## src/hdl/gpm_pkg.sv

```systemverilog
// Purpose: Constants shared by the pin-function multiplexer.
// Assumes: One 20 MHz clock, synchronous active-high reset.
// Notes:   Pin functions are selected per bit by plain control ports.
package gpm_pkg;
   localparam int GPM_BITS       = 32;
   localparam int GPM_LOW_BITS   = 16;
   localparam int GPM_UP_BITS    = 16;
   // Lower pin positions
   localparam int GPM_SER_IN     = 0;
   localparam int GPM_SER_OUT    = 1;
   localparam int GPM_SER_CLK    = 2;
   localparam int GPM_PROG_SELECT0_N_PIN   = 3;
   localparam int GPM_MODEM_LO   = 5;
   localparam int GPM_FRAME_PIN  = 10;
   localparam int GPM_PROG_SELECT1_N_PIN   = 11;
   localparam int GPM_PANEL_LO   = 12;
   // Upper pin positions, relative to bit 16
   localparam int GPM_UBE_PIN    = 4;
   localparam int GPM_DCD_PIN    = 13;
   localparam int GPM_BUSCTL_LO  = 0;
   localparam int GPM_ROMSEL_LO  = 6;
   localparam int GPM_UART1_LO   = 9;
   // Modes of a lower general-purpose bit
   typedef enum logic [3:0]
   {
      GPM_MODE_IN   = 4'h1,
      GPM_MODE_OUT  = 4'h2,
      GPM_MODE_IRQ  = 4'h4,
      GPM_MODE_WAKE = 4'h8
   } gpm_mode_e;
   // Second serial pin modes
   localparam logic [1:0] GPM_U2_TWO_WIRE = 2'h0;
   localparam logic [1:0] GPM_U2_INFRARED = 2'h1;
   localparam logic [1:0] GPM_U2_FULL     = 2'h2;
   // Chip select qualifiers
   localparam logic [1:0] GPM_QUAL_ANY    = 2'h0;
   localparam logic [1:0] GPM_QUAL_READ   = 2'h1;
   localparam logic [1:0] GPM_QUAL_WRITE  = 2'h2;
   localparam logic [31:0] GPM_RESET_ZERO = 32'h0000_0000;
   localparam logic [15:0] GPM_RESET_HALF = 16'h0000;
   localparam logic [7:0]  GPM_RESET_BYTE = 8'h00;
   localparam logic [2:0]  GPM_ARM_RESET  = 3'h0;
endpackage

```

## src/hdl/gpm_pin_mux.sv

```systemverilog
// Purpose: Pin-function multiplexer and general-purpose port logic.
// Assumes: Pins are split into input, output and output-enable signals.
// Notes:   Pin reads always show the synchronised pin level.
//
// Operation
// - Free lower bits: input, output, irq, wake
// - Lower bits own pins unless switched
// - Fixed lower-pin peripheral function map
// - Upper bits only share listed pins
// - Of upper bits only bit 29 wakes, when enabled
// - Bit 20 never drives its pin
// - Six bus-control pins individually reassignable
// - Unused ROM selects become general purpose
// - Seven first-serial pins individually reassignable
// - Second serial: two-wire, infrared, full
// - Serial port slave, external clock in
// - Keypad only with card slot disabled
// - Two chip selects, space and direction
// - Panel upper nibble on lower pins
module gpm_pin_mux
   import gpm_pkg::*;
(
   input  wire logic        core_clk_in,
   input  wire logic        rst_in,
   // Pins
   input  wire logic [31:0] gpio_pin_in,
   output logic      [31:0] gpio_pin_out,
   output logic      [31:0] gpio_pin_oe_out,
   // General-purpose configuration
   input  wire logic [31:0] gp_out_value_in,
   input  wire logic [31:0] gp_out_enable_in,
   input  wire logic [15:0] low_periph_sel_in,
   input  wire logic [15:0] low_irq_en_in,
   input  wire logic [15:0] low_wake_en_in,
   input  wire logic [15:0] up_periph_sel_in,
   input  wire logic        dcd_wake_en_in,
   output logic      [31:0] gp_read_out,
   output logic      [15:0] low_irq_out,
   output logic             wake_out,
   // Serial slave port
   output logic             ser_data_in_out,
   output logic             ser_clk_out,
   output logic             ser_frame_out,
   input  wire logic        ser_data_out_in,
   input  wire logic        frame_is_sysclk_in,
   input  wire logic        sysclk_in,
   // Second serial
   input  wire logic [1:0]  uart2_mode_in,
   input  wire logic        uart2_transmit_in,
   output logic             uart2_rx_out,
   input  wire logic        uart2_receive_pin_in,
   output logic             uart2_transmit_pin_out,
   input  wire logic        infrared_in,
   output logic             infrared_out,
   input  wire logic [1:0]  uart2_modem_out_in,
   output logic      [2:0]  uart2_modem_in_out,
   // Panel
   input  wire logic        panel_wide_in,
   input  wire logic [3:0]  panel_upper_in,
   // Upper shared pins: function side
   input  wire logic [15:0] up_func_out_in,
   input  wire logic [15:0] up_func_oe_in,
   output logic      [15:0] up_func_in_out,
   // Keypad and card slot
   input  wire logic        card_slot_enable_in,
   input  wire logic [7:0]  keypad_drive_in,
   input  wire logic [7:0]  keypad_sense_pin_in,
   output logic      [7:0]  keypad_sense_out,
   output logic      [7:0]  keypad_drive_out,
   output logic             keypad_active_out,
   // Chip select decode
   input  wire logic        bus_cycle_in,
   input  wire logic        bus_is_io_in,
   input  wire logic        bus_write_in,
   input  wire logic [21:0] bus_addr_in,
   input  wire logic [1:0]  cs_is_io_in,
   input  wire logic [1:0]  cs_qual_in_0,
   input  wire logic [1:0]  cs_qual_in_1,
   input  wire logic [21:0] cs_base_in_0,
   input  wire logic [21:0] cs_base_in_1,
   input  wire logic [21:0] cs_mask_in_0,
   input  wire logic [21:0] cs_mask_in_1
);
   logic [31:0] pin_sync;
   logic [7:0]  key_sync;
   logic [2:0]  ser_misc_sync;
   logic [15:0] pin_prev_reg;
   logic [15:0] pin_prev_next;
   logic [31:0] out_reg;
   logic [31:0] out_next;
   logic [31:0] oe_reg;
   logic [31:0] oe_next;
   logic [15:0] irq_reg;
   logic [15:0] irq_next;
   logic        wake_reg;
   logic        wake_next;
   logic [7:0]  key_drv_reg;
   logic [7:0]  key_drv_next;
   logic [1:0]  cs_hit;
   logic [1:0]  cs_qual [2];
   logic [21:0] cs_base [2];
   logic [21:0] cs_mask [2];
   logic [15:0] low_mode_oe;
   logic        key_on;
   logic [2:0]  arm_reg;
   logic [2:0]  arm_next;

   gpm_sync #(.WIDTH(32)) u_pin_sync
   (
      .core_clk_in (core_clk_in),
      .rst_in      (rst_in),
      .async_in    (gpio_pin_in),
      .sync_out    (pin_sync)
   );

   gpm_sync #(.WIDTH(8)) u_key_sync
   (
      .core_clk_in (core_clk_in),
      .rst_in      (rst_in),
      .async_in    (keypad_sense_pin_in),
      .sync_out    (key_sync)
   );

   gpm_sync #(.WIDTH(3)) u_misc_sync
   (
      .core_clk_in (core_clk_in),
      .rst_in      (rst_in),
      .async_in    ({uart2_receive_pin_in, infrared_in, sysclk_in}),
      .sync_out    (ser_misc_sync)
   );

   assign cs_qual[0] = cs_qual_in_0;
   assign cs_qual[1] = cs_qual_in_1;
   assign cs_base[0] = cs_base_in_0;
   assign cs_base[1] = cs_base_in_1;
   assign cs_mask[0] = cs_mask_in_0;
   assign cs_mask[1] = cs_mask_in_1;

   // Chip select decode, active-high hit
   always_comb
   begin
      for (int i = 0; i < 2; i++)
      begin
         cs_hit[i] = bus_cycle_in
            && (bus_is_io_in == cs_is_io_in[i])
            && (((bus_addr_in ^ cs_base[i]) & cs_mask[i]) == 22'h00_0000)
            && ((cs_qual[i] == GPM_QUAL_ANY)
               || ((cs_qual[i] == GPM_QUAL_READ) && !bus_write_in)
               || ((cs_qual[i] == GPM_QUAL_WRITE) && bus_write_in));
      end
   end

   assign key_on = !card_slot_enable_in;

   always_comb
   begin
      out_next = gp_out_value_in;
      oe_next  = GPM_RESET_ZERO;
      // Lower bits
      for (int i = 0; i < GPM_LOW_BITS; i++)
      begin
         if (!low_periph_sel_in[i])
         begin
            out_next[i] = gp_out_value_in[i];
            oe_next[i]  = gp_out_enable_in[i]
               && !low_irq_en_in[i] && !low_wake_en_in[i];
         end
      end
      // Peripheral functions ignore the output register
      if (low_periph_sel_in[GPM_SER_OUT])
      begin
         out_next[GPM_SER_OUT] = ser_data_out_in;
         oe_next[GPM_SER_OUT]  = 1'b1;
      end
      if (low_periph_sel_in[GPM_PROG_SELECT0_N_PIN])
      begin
         out_next[GPM_PROG_SELECT0_N_PIN] = !cs_hit[0];
         oe_next[GPM_PROG_SELECT0_N_PIN]  = 1'b1;
      end
      if (low_periph_sel_in[GPM_PROG_SELECT1_N_PIN])
      begin
         out_next[GPM_PROG_SELECT1_N_PIN] = !cs_hit[1];
         oe_next[GPM_PROG_SELECT1_N_PIN]  = 1'b1;
      end
      // Modem outputs on bits 6 and 7 in full mode only
      for (int m = 0; m < 2; m++)
      begin
         if (low_periph_sel_in[GPM_MODEM_LO + 1 + m])
         begin
            out_next[GPM_MODEM_LO + 1 + m] = uart2_modem_out_in[m];
            oe_next[GPM_MODEM_LO + 1 + m]  =
               (uart2_mode_in == GPM_U2_FULL);
         end
      end
      if (low_periph_sel_in[GPM_FRAME_PIN] && frame_is_sysclk_in)
      begin
         out_next[GPM_FRAME_PIN] = ser_misc_sync[0];
         oe_next[GPM_FRAME_PIN]  = 1'b1;
      end
      for (int p = 0; p < 4; p++)
      begin
         if (low_periph_sel_in[GPM_PANEL_LO + p])
         begin
            out_next[GPM_PANEL_LO + p] = panel_upper_in[p];
            oe_next[GPM_PANEL_LO + p]  = panel_wide_in;
         end
      end
      // Upper bits: a shared function or general purpose only
      for (int u = 0; u < GPM_UP_BITS; u++)
      begin
         if (up_periph_sel_in[u])
         begin
            out_next[GPM_LOW_BITS + u] = up_func_out_in[u];
            oe_next[GPM_LOW_BITS + u]  = up_func_oe_in[u];
         end
         else
         begin
            oe_next[GPM_LOW_BITS + u] = gp_out_enable_in[GPM_LOW_BITS + u];
         end
      end
      oe_next[GPM_LOW_BITS + GPM_UBE_PIN] = 1'b0;
      out_next[GPM_LOW_BITS + GPM_UBE_PIN] = 1'b0;
   end

   always_comb
   begin
      pin_prev_next = pin_sync[15:0];
      arm_next      = {arm_reg[1:0], 1'b1};
      irq_next      = GPM_RESET_HALF;
      wake_next     = 1'b0;
      for (int i = 0; i < GPM_LOW_BITS; i++)
      begin
         // No edge until both history stages hold real pin samples
         irq_next[i] = !low_periph_sel_in[i] && low_irq_en_in[i]
            && pin_sync[i] && !pin_prev_reg[i] && arm_reg[2];
         if (!low_periph_sel_in[i] && low_wake_en_in[i] && pin_sync[i])
         begin
            wake_next = 1'b1;
         end
      end
      if (dcd_wake_en_in && !pin_sync[GPM_LOW_BITS + GPM_DCD_PIN])
      begin
         wake_next = 1'b1;
      end
      // Synchronisers still hold reset zeros: no level is trusted yet
      if (!arm_reg[1])
      begin
         wake_next = 1'b0;
      end
      key_drv_next = key_on ? keypad_drive_in : GPM_RESET_BYTE;
   end

   always_ff @(posedge core_clk_in)
   begin
      if (rst_in)
      begin
         out_reg      <= GPM_RESET_ZERO;
         oe_reg       <= GPM_RESET_ZERO;
         irq_reg      <= GPM_RESET_HALF;
         wake_reg     <= 1'b0;
         pin_prev_reg <= GPM_RESET_HALF;
         key_drv_reg  <= GPM_RESET_BYTE;
         arm_reg      <= GPM_ARM_RESET;
      end
      else
      begin
         out_reg      <= out_next;
         oe_reg       <= oe_next;
         irq_reg      <= irq_next;
         wake_reg     <= wake_next;
         pin_prev_reg <= pin_prev_next;
         key_drv_reg  <= key_drv_next;
         arm_reg      <= arm_next;
      end
   end

   assign low_mode_oe      = oe_reg[15:0];
   assign gpio_pin_out     = out_reg;
   assign gpio_pin_oe_out  = {oe_reg[31:16], low_mode_oe};
   assign gp_read_out      = pin_sync;
   assign low_irq_out      = irq_reg;
   assign wake_out         = wake_reg;
   assign up_func_in_out   = pin_sync[31:16];
   // Slave serial port: clock comes from the master, frame too unless frame_is_sysclk_in
   assign ser_data_in_out  = low_periph_sel_in[GPM_SER_IN]
      && pin_sync[GPM_SER_IN];
   assign ser_clk_out      = low_periph_sel_in[GPM_SER_CLK]
      && pin_sync[GPM_SER_CLK];
   assign ser_frame_out    = low_periph_sel_in[GPM_FRAME_PIN]
      && !frame_is_sysclk_in && pin_sync[GPM_FRAME_PIN];
   // Second serial receive source by mode
   assign uart2_rx_out = (uart2_mode_in == GPM_U2_INFRARED)
      ? ser_misc_sync[1] : ser_misc_sync[2];
   assign uart2_transmit_pin_out = (uart2_mode_in == GPM_U2_INFRARED)
      ? 1'b1 : uart2_transmit_in;
   assign infrared_out = (uart2_mode_in == GPM_U2_INFRARED)
      && uart2_transmit_in;
   assign uart2_modem_in_out = {pin_sync[GPM_MODEM_LO + 4],
      pin_sync[GPM_MODEM_LO + 3], pin_sync[GPM_MODEM_LO]};
   assign keypad_sense_out  = key_on ? key_sync : 8'h00;
   assign keypad_drive_out  = key_drv_reg;
   assign keypad_active_out = key_on;
endmodule

```

## src/hdl/gpm_sync.sv

```systemverilog
// Purpose: Two-stage synchroniser for a vector of pins.
// Assumes: Inputs asynchronous to core_clk_in.
// Notes:   First stage is read only by the second stage.
module gpm_sync
   import gpm_pkg::*;
#(
   parameter int WIDTH = 8
)
(
   input  wire logic             core_clk_in,
   input  wire logic             rst_in,
   input  wire logic [WIDTH-1:0] async_in,
   output logic      [WIDTH-1:0] sync_out
);
   logic [WIDTH-1:0] meta_reg;
   logic [WIDTH-1:0] meta_next;
   logic [WIDTH-1:0] sync_reg;
   logic [WIDTH-1:0] sync_next;

   always_comb
   begin
      meta_next = async_in;
      sync_next = meta_reg;
   end

   always_ff @(posedge core_clk_in)
   begin
      if (rst_in)
      begin
         meta_reg <= '0;
         sync_reg <= '0;
      end
      else
      begin
         meta_reg <= meta_next;
         sync_reg <= sync_next;
      end
   end

   assign sync_out = sync_reg;
endmodule

```

## config.mk

```make
export PLATFORM = sky130hd
export DESIGN_NAME = gpm_pin_mux
export DESIGN_NICKNAME = d
export VERILOG_FILES = /design/src/hdl/gpm_pkg.sv /design/src/hdl/gpm_pin_mux.sv /design/src/hdl/gpm_sync.sv
export SDC_FILE = /design/constraint.sdc
export NUM_CORES = 1
export LEC_CHECK = 0
export BUFFER_PORTS_ARGS = -buffer_cell sky130_fd_sc_hd__buf_4
export CAP_MARGIN = 20
export CORE_AREA = 10 10 185 187
export DETAILED_ROUTE_END_ITERATION = 8
export DIE_AREA = 0 0 195 197
export PLACE_DENSITY = 0.48
export SKIP_LAST_GASP = 1
export SLEW_MARGIN = 20
export SYNTH_ARGS = -nofsm -noshare
export SYNTH_HDL_FRONTEND = slang
export SYNTH_SLANG_ARGS = --single-unit
```

## constraint.sdc

```tcl
create_clock -name core_clk_in -period 3.1 [get_ports core_clk_in]
set_input_delay 0.31 -clock core_clk_in [delete_from_list [all_inputs] [get_ports core_clk_in]]
set_output_delay 0.31 -clock core_clk_in [all_outputs]
set_load 0.05 [all_outputs]
```

Word level (Yosys, flattened, before mapping)
Index checks and enable logic that the tools add are counted.
{ "op_classes": {"mul": 0, "n_eq_ne": 8, "add_sub_neg": 0, "reduce_logical": 231, "order_cmp": 0, "n_shift": 0, "bitwise": 5, "div_mod_pow": 0, "n_mux": 72} }
{ "op_table": {"columns": ["operator", "n"], "rows": [
  ["logical AND 1 bit", 145],
  ["2-to-1 mux 1 bit", 71],
  ["logical NOT 1 bit", 70],
  ["AND 22 bit", 2],
  ["logical NOT 22 bit", 2],
  ["bitwise XOR 22 bit", 2],
  ["OR reduction 2 bit", 8],
  ["2-to-1 mux 8 bit", 1],
  ["equality test 2 x 1 -> 1 bit (second input constant)", 3],
  ["equality test 2 bit (second input constant)", 3],
  ["logical NOT 2 bit", 2],
  ["logical OR 1 bit", 4],
  ["equality test 1 bit", 2],
  ["NOT 1 bit", 1]
]} }
{ "totals": {"mem_bits_ro": 0, "ram_bits": 0, "ff_bits": 194, "latch_bits": 0, "word_cells": 338, "memories": 0} }

Longest topological paths before layout
{ "logic_depth": {"depth_word": 20, "depth_mapped": 5} }

Cells and area by module
Synthesis repeated with hierarchy kept, for this count alone.
{ "unflattened": {"cells_unflattened": 628, "hier_area_um2": 7033.0} }
{ "by_module_without_submodules": {"columns": ["mod", "area_per_inst_um2", "instances", "cells_each"], "rows": [
  ["gpm_pin_mux", 4493.1, 1, 448],
  ["gpm_sync at u_pin_sync", 1918.1, 1, 135],
  ["gpm_sync at u_key_sync", 464.2, 1, 33],
  ["gpm_sync at u_misc_sync", 157.7, 1, 12]
]} }

Worst setup path after synthesis
Ideal clock, no wire load.
{ "synth_path": {"path_kind": "register to output", "startpoint": "register u_pin_sync.sync_reg[10] (netlist: u_pin_sync.sync_out[10])", "endpoint": "output port ser_frame_out", "path_slack_ps": 1377, "n_path_buf": 0, "required_time_ps": 2790, "stages_incl_launch_ff": 3, "t_arrival_ps": 1413, "path_cell_list": "dfxtp_1 > nand2_1 > nor2_1"} }
{ "synth_between": {"elab_chain_cells": 1} }
{ "synth_rtl": {"columns": ["item", "line", "text"], "rows": [
  ["start, declared", "gpm_sync.sv:17", "logic [WIDTH-1:0] sync_reg;"],
  ["start signal, assigned", "gpm_sync.sv:36", "sync_reg <= sync_next;"],
  ["logical AND 1 bit", "gpm_pin_mux.sv:290", "&& !frame_is_sysclk_in && pin_sync[GPM_FRAME_PIN];"],
  ["end, declared", "gpm_pin_mux.sv:43", "output logic ser_frame_out,"]
]} }
No other way between the ends.

Final worst setup path
{ "layout_path": {"startpoint": "register u_key_sync.sync_reg[0] (netlist: u_key_sync.sync_out[0])", "endpoint": "output port keypad_sense_out[0]"} }
{ "layout_between": {"elab_chain_cells": 1} }
{ "layout_rtl": {"columns": ["item", "line", "text"], "rows": [
  ["start, declared", "gpm_sync.sv:17", null],
  ["start signal, assigned", "gpm_sync.sv:36", null],
  ["2-to-1 mux 8 bit", "gpm_pin_mux.sv:300", "assign keypad_sense_out = key_on ? key_sync : 8'h00;"],
  ["end, declared", "gpm_pin_mux.sv:68", "output logic [7:0] keypad_sense_out,"]
]} }
No other way between the ends.

==> metrics.txt <==
# TYPE chip_impl_metric gauge
chip_impl_info{name="grt_setup_unrepaired",value="false"} 1
chip_impl_info{name="category_of_the_most_critical_setup_path",value="reg2out"} 1
chip_impl_metric{name="synthToLayoutAreaGrowth",unit="%"} 67.9
chip_impl_metric{name="power.density",unit="nW/um^2"} 525
chip_impl_metric{name="drcViolationCount",unit=""} 0
chip_impl_metric{name="yosys_register_bits",unit=""} 192
chip_impl_metric{name="post_cts.resized_instances",unit=""} 0
chip_impl_info{name="worstSetupStartpointType",value="flip-flop"} 1
chip_impl_metric{name="cts_max_level",unit=""} 4
chip_impl_info{name="run_status",value="completed"} 1
chip_impl_metric{name="fp.dieArea",unit="um^2"} 38400
chip_impl_metric{name="io_pins",unit=""} 501
chip_impl_metric{name="num-nets-final",unit=""} 1448
chip_impl_metric{name="antenna_violating_nets_post_route",unit=""} 0
chip_impl_metric{name="num_rows",unit=""} 64
chip_impl_metric{name="reg_clk_slew_reported_paths",unit="ps"} 70
chip_impl_metric{name="cts.sink_count",unit=""} 192
chip_impl_metric{name="drv.max_cap_violation_count",unit=""} 0
chip_impl_metric{name="setup_violations",unit=""} 0
chip_impl_metric{name="power_leakage",unit="nW"} 5.38
chip_impl_metric{name="worstPathArrival",unit="ps"} 1310
chip_impl_metric{name="initial_core_util",unit=""} 0.222
chip_impl_metric{name="grt_first_pass_wirelength",unit="um"} 42100
chip_impl_metric{name="vias",unit=""} 5962
chip_impl_info{name="hold_class",value="in2reg"} 1
chip_impl_metric{name="synth_sequential_area_ratio",unit=""} 0.568
chip_impl_metric{name="buffer_ports.inserted",unit=""} 493
chip_impl_metric{name="cts_made_buffers",unit=""} 17
chip_impl_metric{name="detailedPlacementHpwl",unit="um"} 25200
chip_impl_metric{name="chip_width",unit="um"} 195
chip_impl_info{name="synth.top_cells.by_area",value="dfxtp_1 (57%), nor2b_1 (11%), mux2i_1 (5.8%)"} 1
chip_impl_metric{name="synth_cell_types",unit=""} 38
chip_impl_info{name="cts_tree",value="built"} 1
chip_impl_metric{name="finalCritPeriodShare",unit=""} 0.522
chip_impl_metric{name="drt_first_pass_iters",unit=""} 4
chip_impl_metric{name="tns",unit="ps"} 0
chip_impl_metric{name="cts_hold_repair.buffers",unit=""} 0
chip_impl_info{name="mostFrequentLayoutCells",value="buf_4 (494), dfxtp_1 (192), nor2b_1 (121)"} 1
chip_impl_metric{name="drt-total-wl",unit="um"} 29900
chip_impl_metric{name="dieHeight",unit="um"} 197
chip_impl_metric{name="synth_area",unit="um^2"} 6770
chip_impl_metric{name="cts-root-to-sink-buffers",unit=""} 2
chip_impl_metric{name="crit_required",unit="ps"} 2790
chip_impl_metric{name="grt_pass1_vias",unit=""} 6426
chip_impl_metric{name="globalRoute.totalOverflow",unit=""} 0
chip_impl_metric{name="via_per_inst",unit=""} 3.95
chip_impl_metric{name="drive_above_1_share",unit=""} 0.474
chip_impl_metric{name="largest_net_degree_at_the_start_of_global_routing",unit=""} 71
chip_impl_metric{name="post-synth-top-area-fraction",unit=""} 0.568
chip_impl_metric{name="place.gp.congestion",unit=""} 0.831
chip_impl_metric{name="floorplan.core_area",unit="um^2"} 30400
chip_impl_metric{name="grt_util_all_layers",unit=""} 0.146
chip_impl_metric{name="synthesis.instances",unit=""} 627
chip_impl_metric{name="hold_viol",unit=""} 0
chip_impl_metric{name="period_minus_slack",unit="ps"} 1620
chip_impl_metric{name="synth-async-reset-ratio",unit=""} 0
chip_impl_metric{name="final.setup_skew",unit="ps"} 11.5
chip_impl_info{name="layout_commonest_cell",value="buf_4"} 1
chip_impl_info{name="clock_tree.root_cell",value="clkbuf_16"} 1
chip_impl_metric{name="grt_antenna_before_repair",unit=""} 0
chip_impl_metric{name="post_cts.repair.setup_buffers",unit=""} 0
chip_impl_metric{name="detailedRoute.firstIterationViolations",unit=""} 184
chip_impl_metric{name="highest_fanout_seen_on_the_critical_path",unit=""} 1
chip_impl_info{name="ys.flop_type",value="dfxtp_1"} 1
chip_impl_info{name="endpoint_class_of_the_critical_path",value="output port"} 1
chip_impl_metric{name="synth_enable_flop_cells",unit=""} 0
chip_impl_metric{name="ys_warnings",unit=""} 0
chip_impl_info{name="synth_largest_area_cell",value="dfxtp_1"} 1
chip_impl_metric{name="tightest_slew",unit="ps"} 784
chip_impl_metric{name="clk-insertion-delay-late",unit="ps"} 430
chip_impl_metric{name="max_freq",unit="GHz"} 0.618
chip_impl_metric{name="antennaDiodeCount",unit=""} 0
chip_impl_metric{name="report.final.slew_viol_count",unit=""} 0
chip_impl_metric{name="postSynthAreaPerCell",unit="um^2"} 10.8
chip_impl_metric{name="max-slew-margin-rel",unit=""} 0.476
chip_impl_metric{name="peakVddDrop",unit="mV"} 0.314
chip_impl_metric{name="fin_total_pwr",unit="W"} 0.00596
chip_impl_metric{name="post_drt_wl_per_cell",unit="um"} 19.8
metal layers:
layer  part of all wire  track usage  wire [um]
met1               0.40        0.167      11900
met2               0.52        0.256      15400
met3              0.073       0.0485       2170
met4              0.013       0.0402        378
met5                  0            0          0
stage by stage:
step | util | std cells | hold WS, ps | worst slack [ps] | area, um^2
after floorplan | - | 628 | 373 | 1380 | 6770
after global placement | 0.353 | 1479 | 379 | 1190 | 10800
after detailed placement | 0.353 | 1479 | 381 | 1150 | 10800
after CTS | 0.373 | 1511 | 11.4 | 1460 | 11400
after global routing | 0.373 | 1511 | 17.3 | 1430 | 11400
final | 0.373 | 1511 | 42.4 | 1480 | 11400
cell type report:
class | count | area (um^2)
Sequential cell | 192 | 3840
Timing Repair Buffer | 495 | 3720
Clock inverter | 9 | 126
Inverter | 8 | 30.0
Clock buffer | 23 | 478
Multi-Input combinational cell | 388 | 2670
Fill cell | 3177 | 19100
Tap cell | 396 | 495
kinds of logic after synthesis:
group,share of synthesized area
muxes,0.0594
and+or+nand+nor,0.226
AOI/OAI and AO/OA,0.0483
other,0.000554
xor gates and xnor gates,0.0596
DFF,0.568
buffers and inverters,0.0383
power breakdown:
group / total, W / switching [W] / internal (W)
combinational: 0.00111 / 0.000596 / 0.000510
clock: 0.00224 / 0.000970 / 0.00127
sequential: 0.00261 / 0.0000382 / 0.00258
total: 0.00596 / 0.00160 / 0.00436
critical path, stage by stage, from the launching register on:
cell	delay [ps]
dfxtp_1	310
nor2b_1	300
buf_4	280
cell usage after synthesis, types with 2 or more instances:
cell type,n
xor2_1,44
a22oi_1,12
nand2b_1,9
nor3_1,2
a21oi_1,9
inv_1,8
nor2b_1,121
xnor2_1,2
and2_1,11
a32oi_1,2
clkbuf_1,14
o2111ai_1,3
buf_1,5
nor4_1,4
mux2i_1,39
buf_4,21
dfxtp_1,192
a22o_1,4
nand4_1,6
nand4bb_1,10
a221oi_2,2
nand2_1,5
nor4b_1,9
nor2_1,66
a221oi_1,5
nand3b_1,10
worst paths after layout:
path	endpoint	start	cells after the start	slack (ps)
max reg2reg	low_irq_out[1]	arm_reg[2]	2	1750
min	gpio_pin_oe_out[8]	low_irq_en_in[8]	2	40
min reg2reg	low_irq_out[14]	pin_prev_reg[14]	1	380
max	keypad_sense_out[0]	u_key_sync.sync_out[0]	2	1480
No activity file was read; power rests on OpenSTA's default activity.
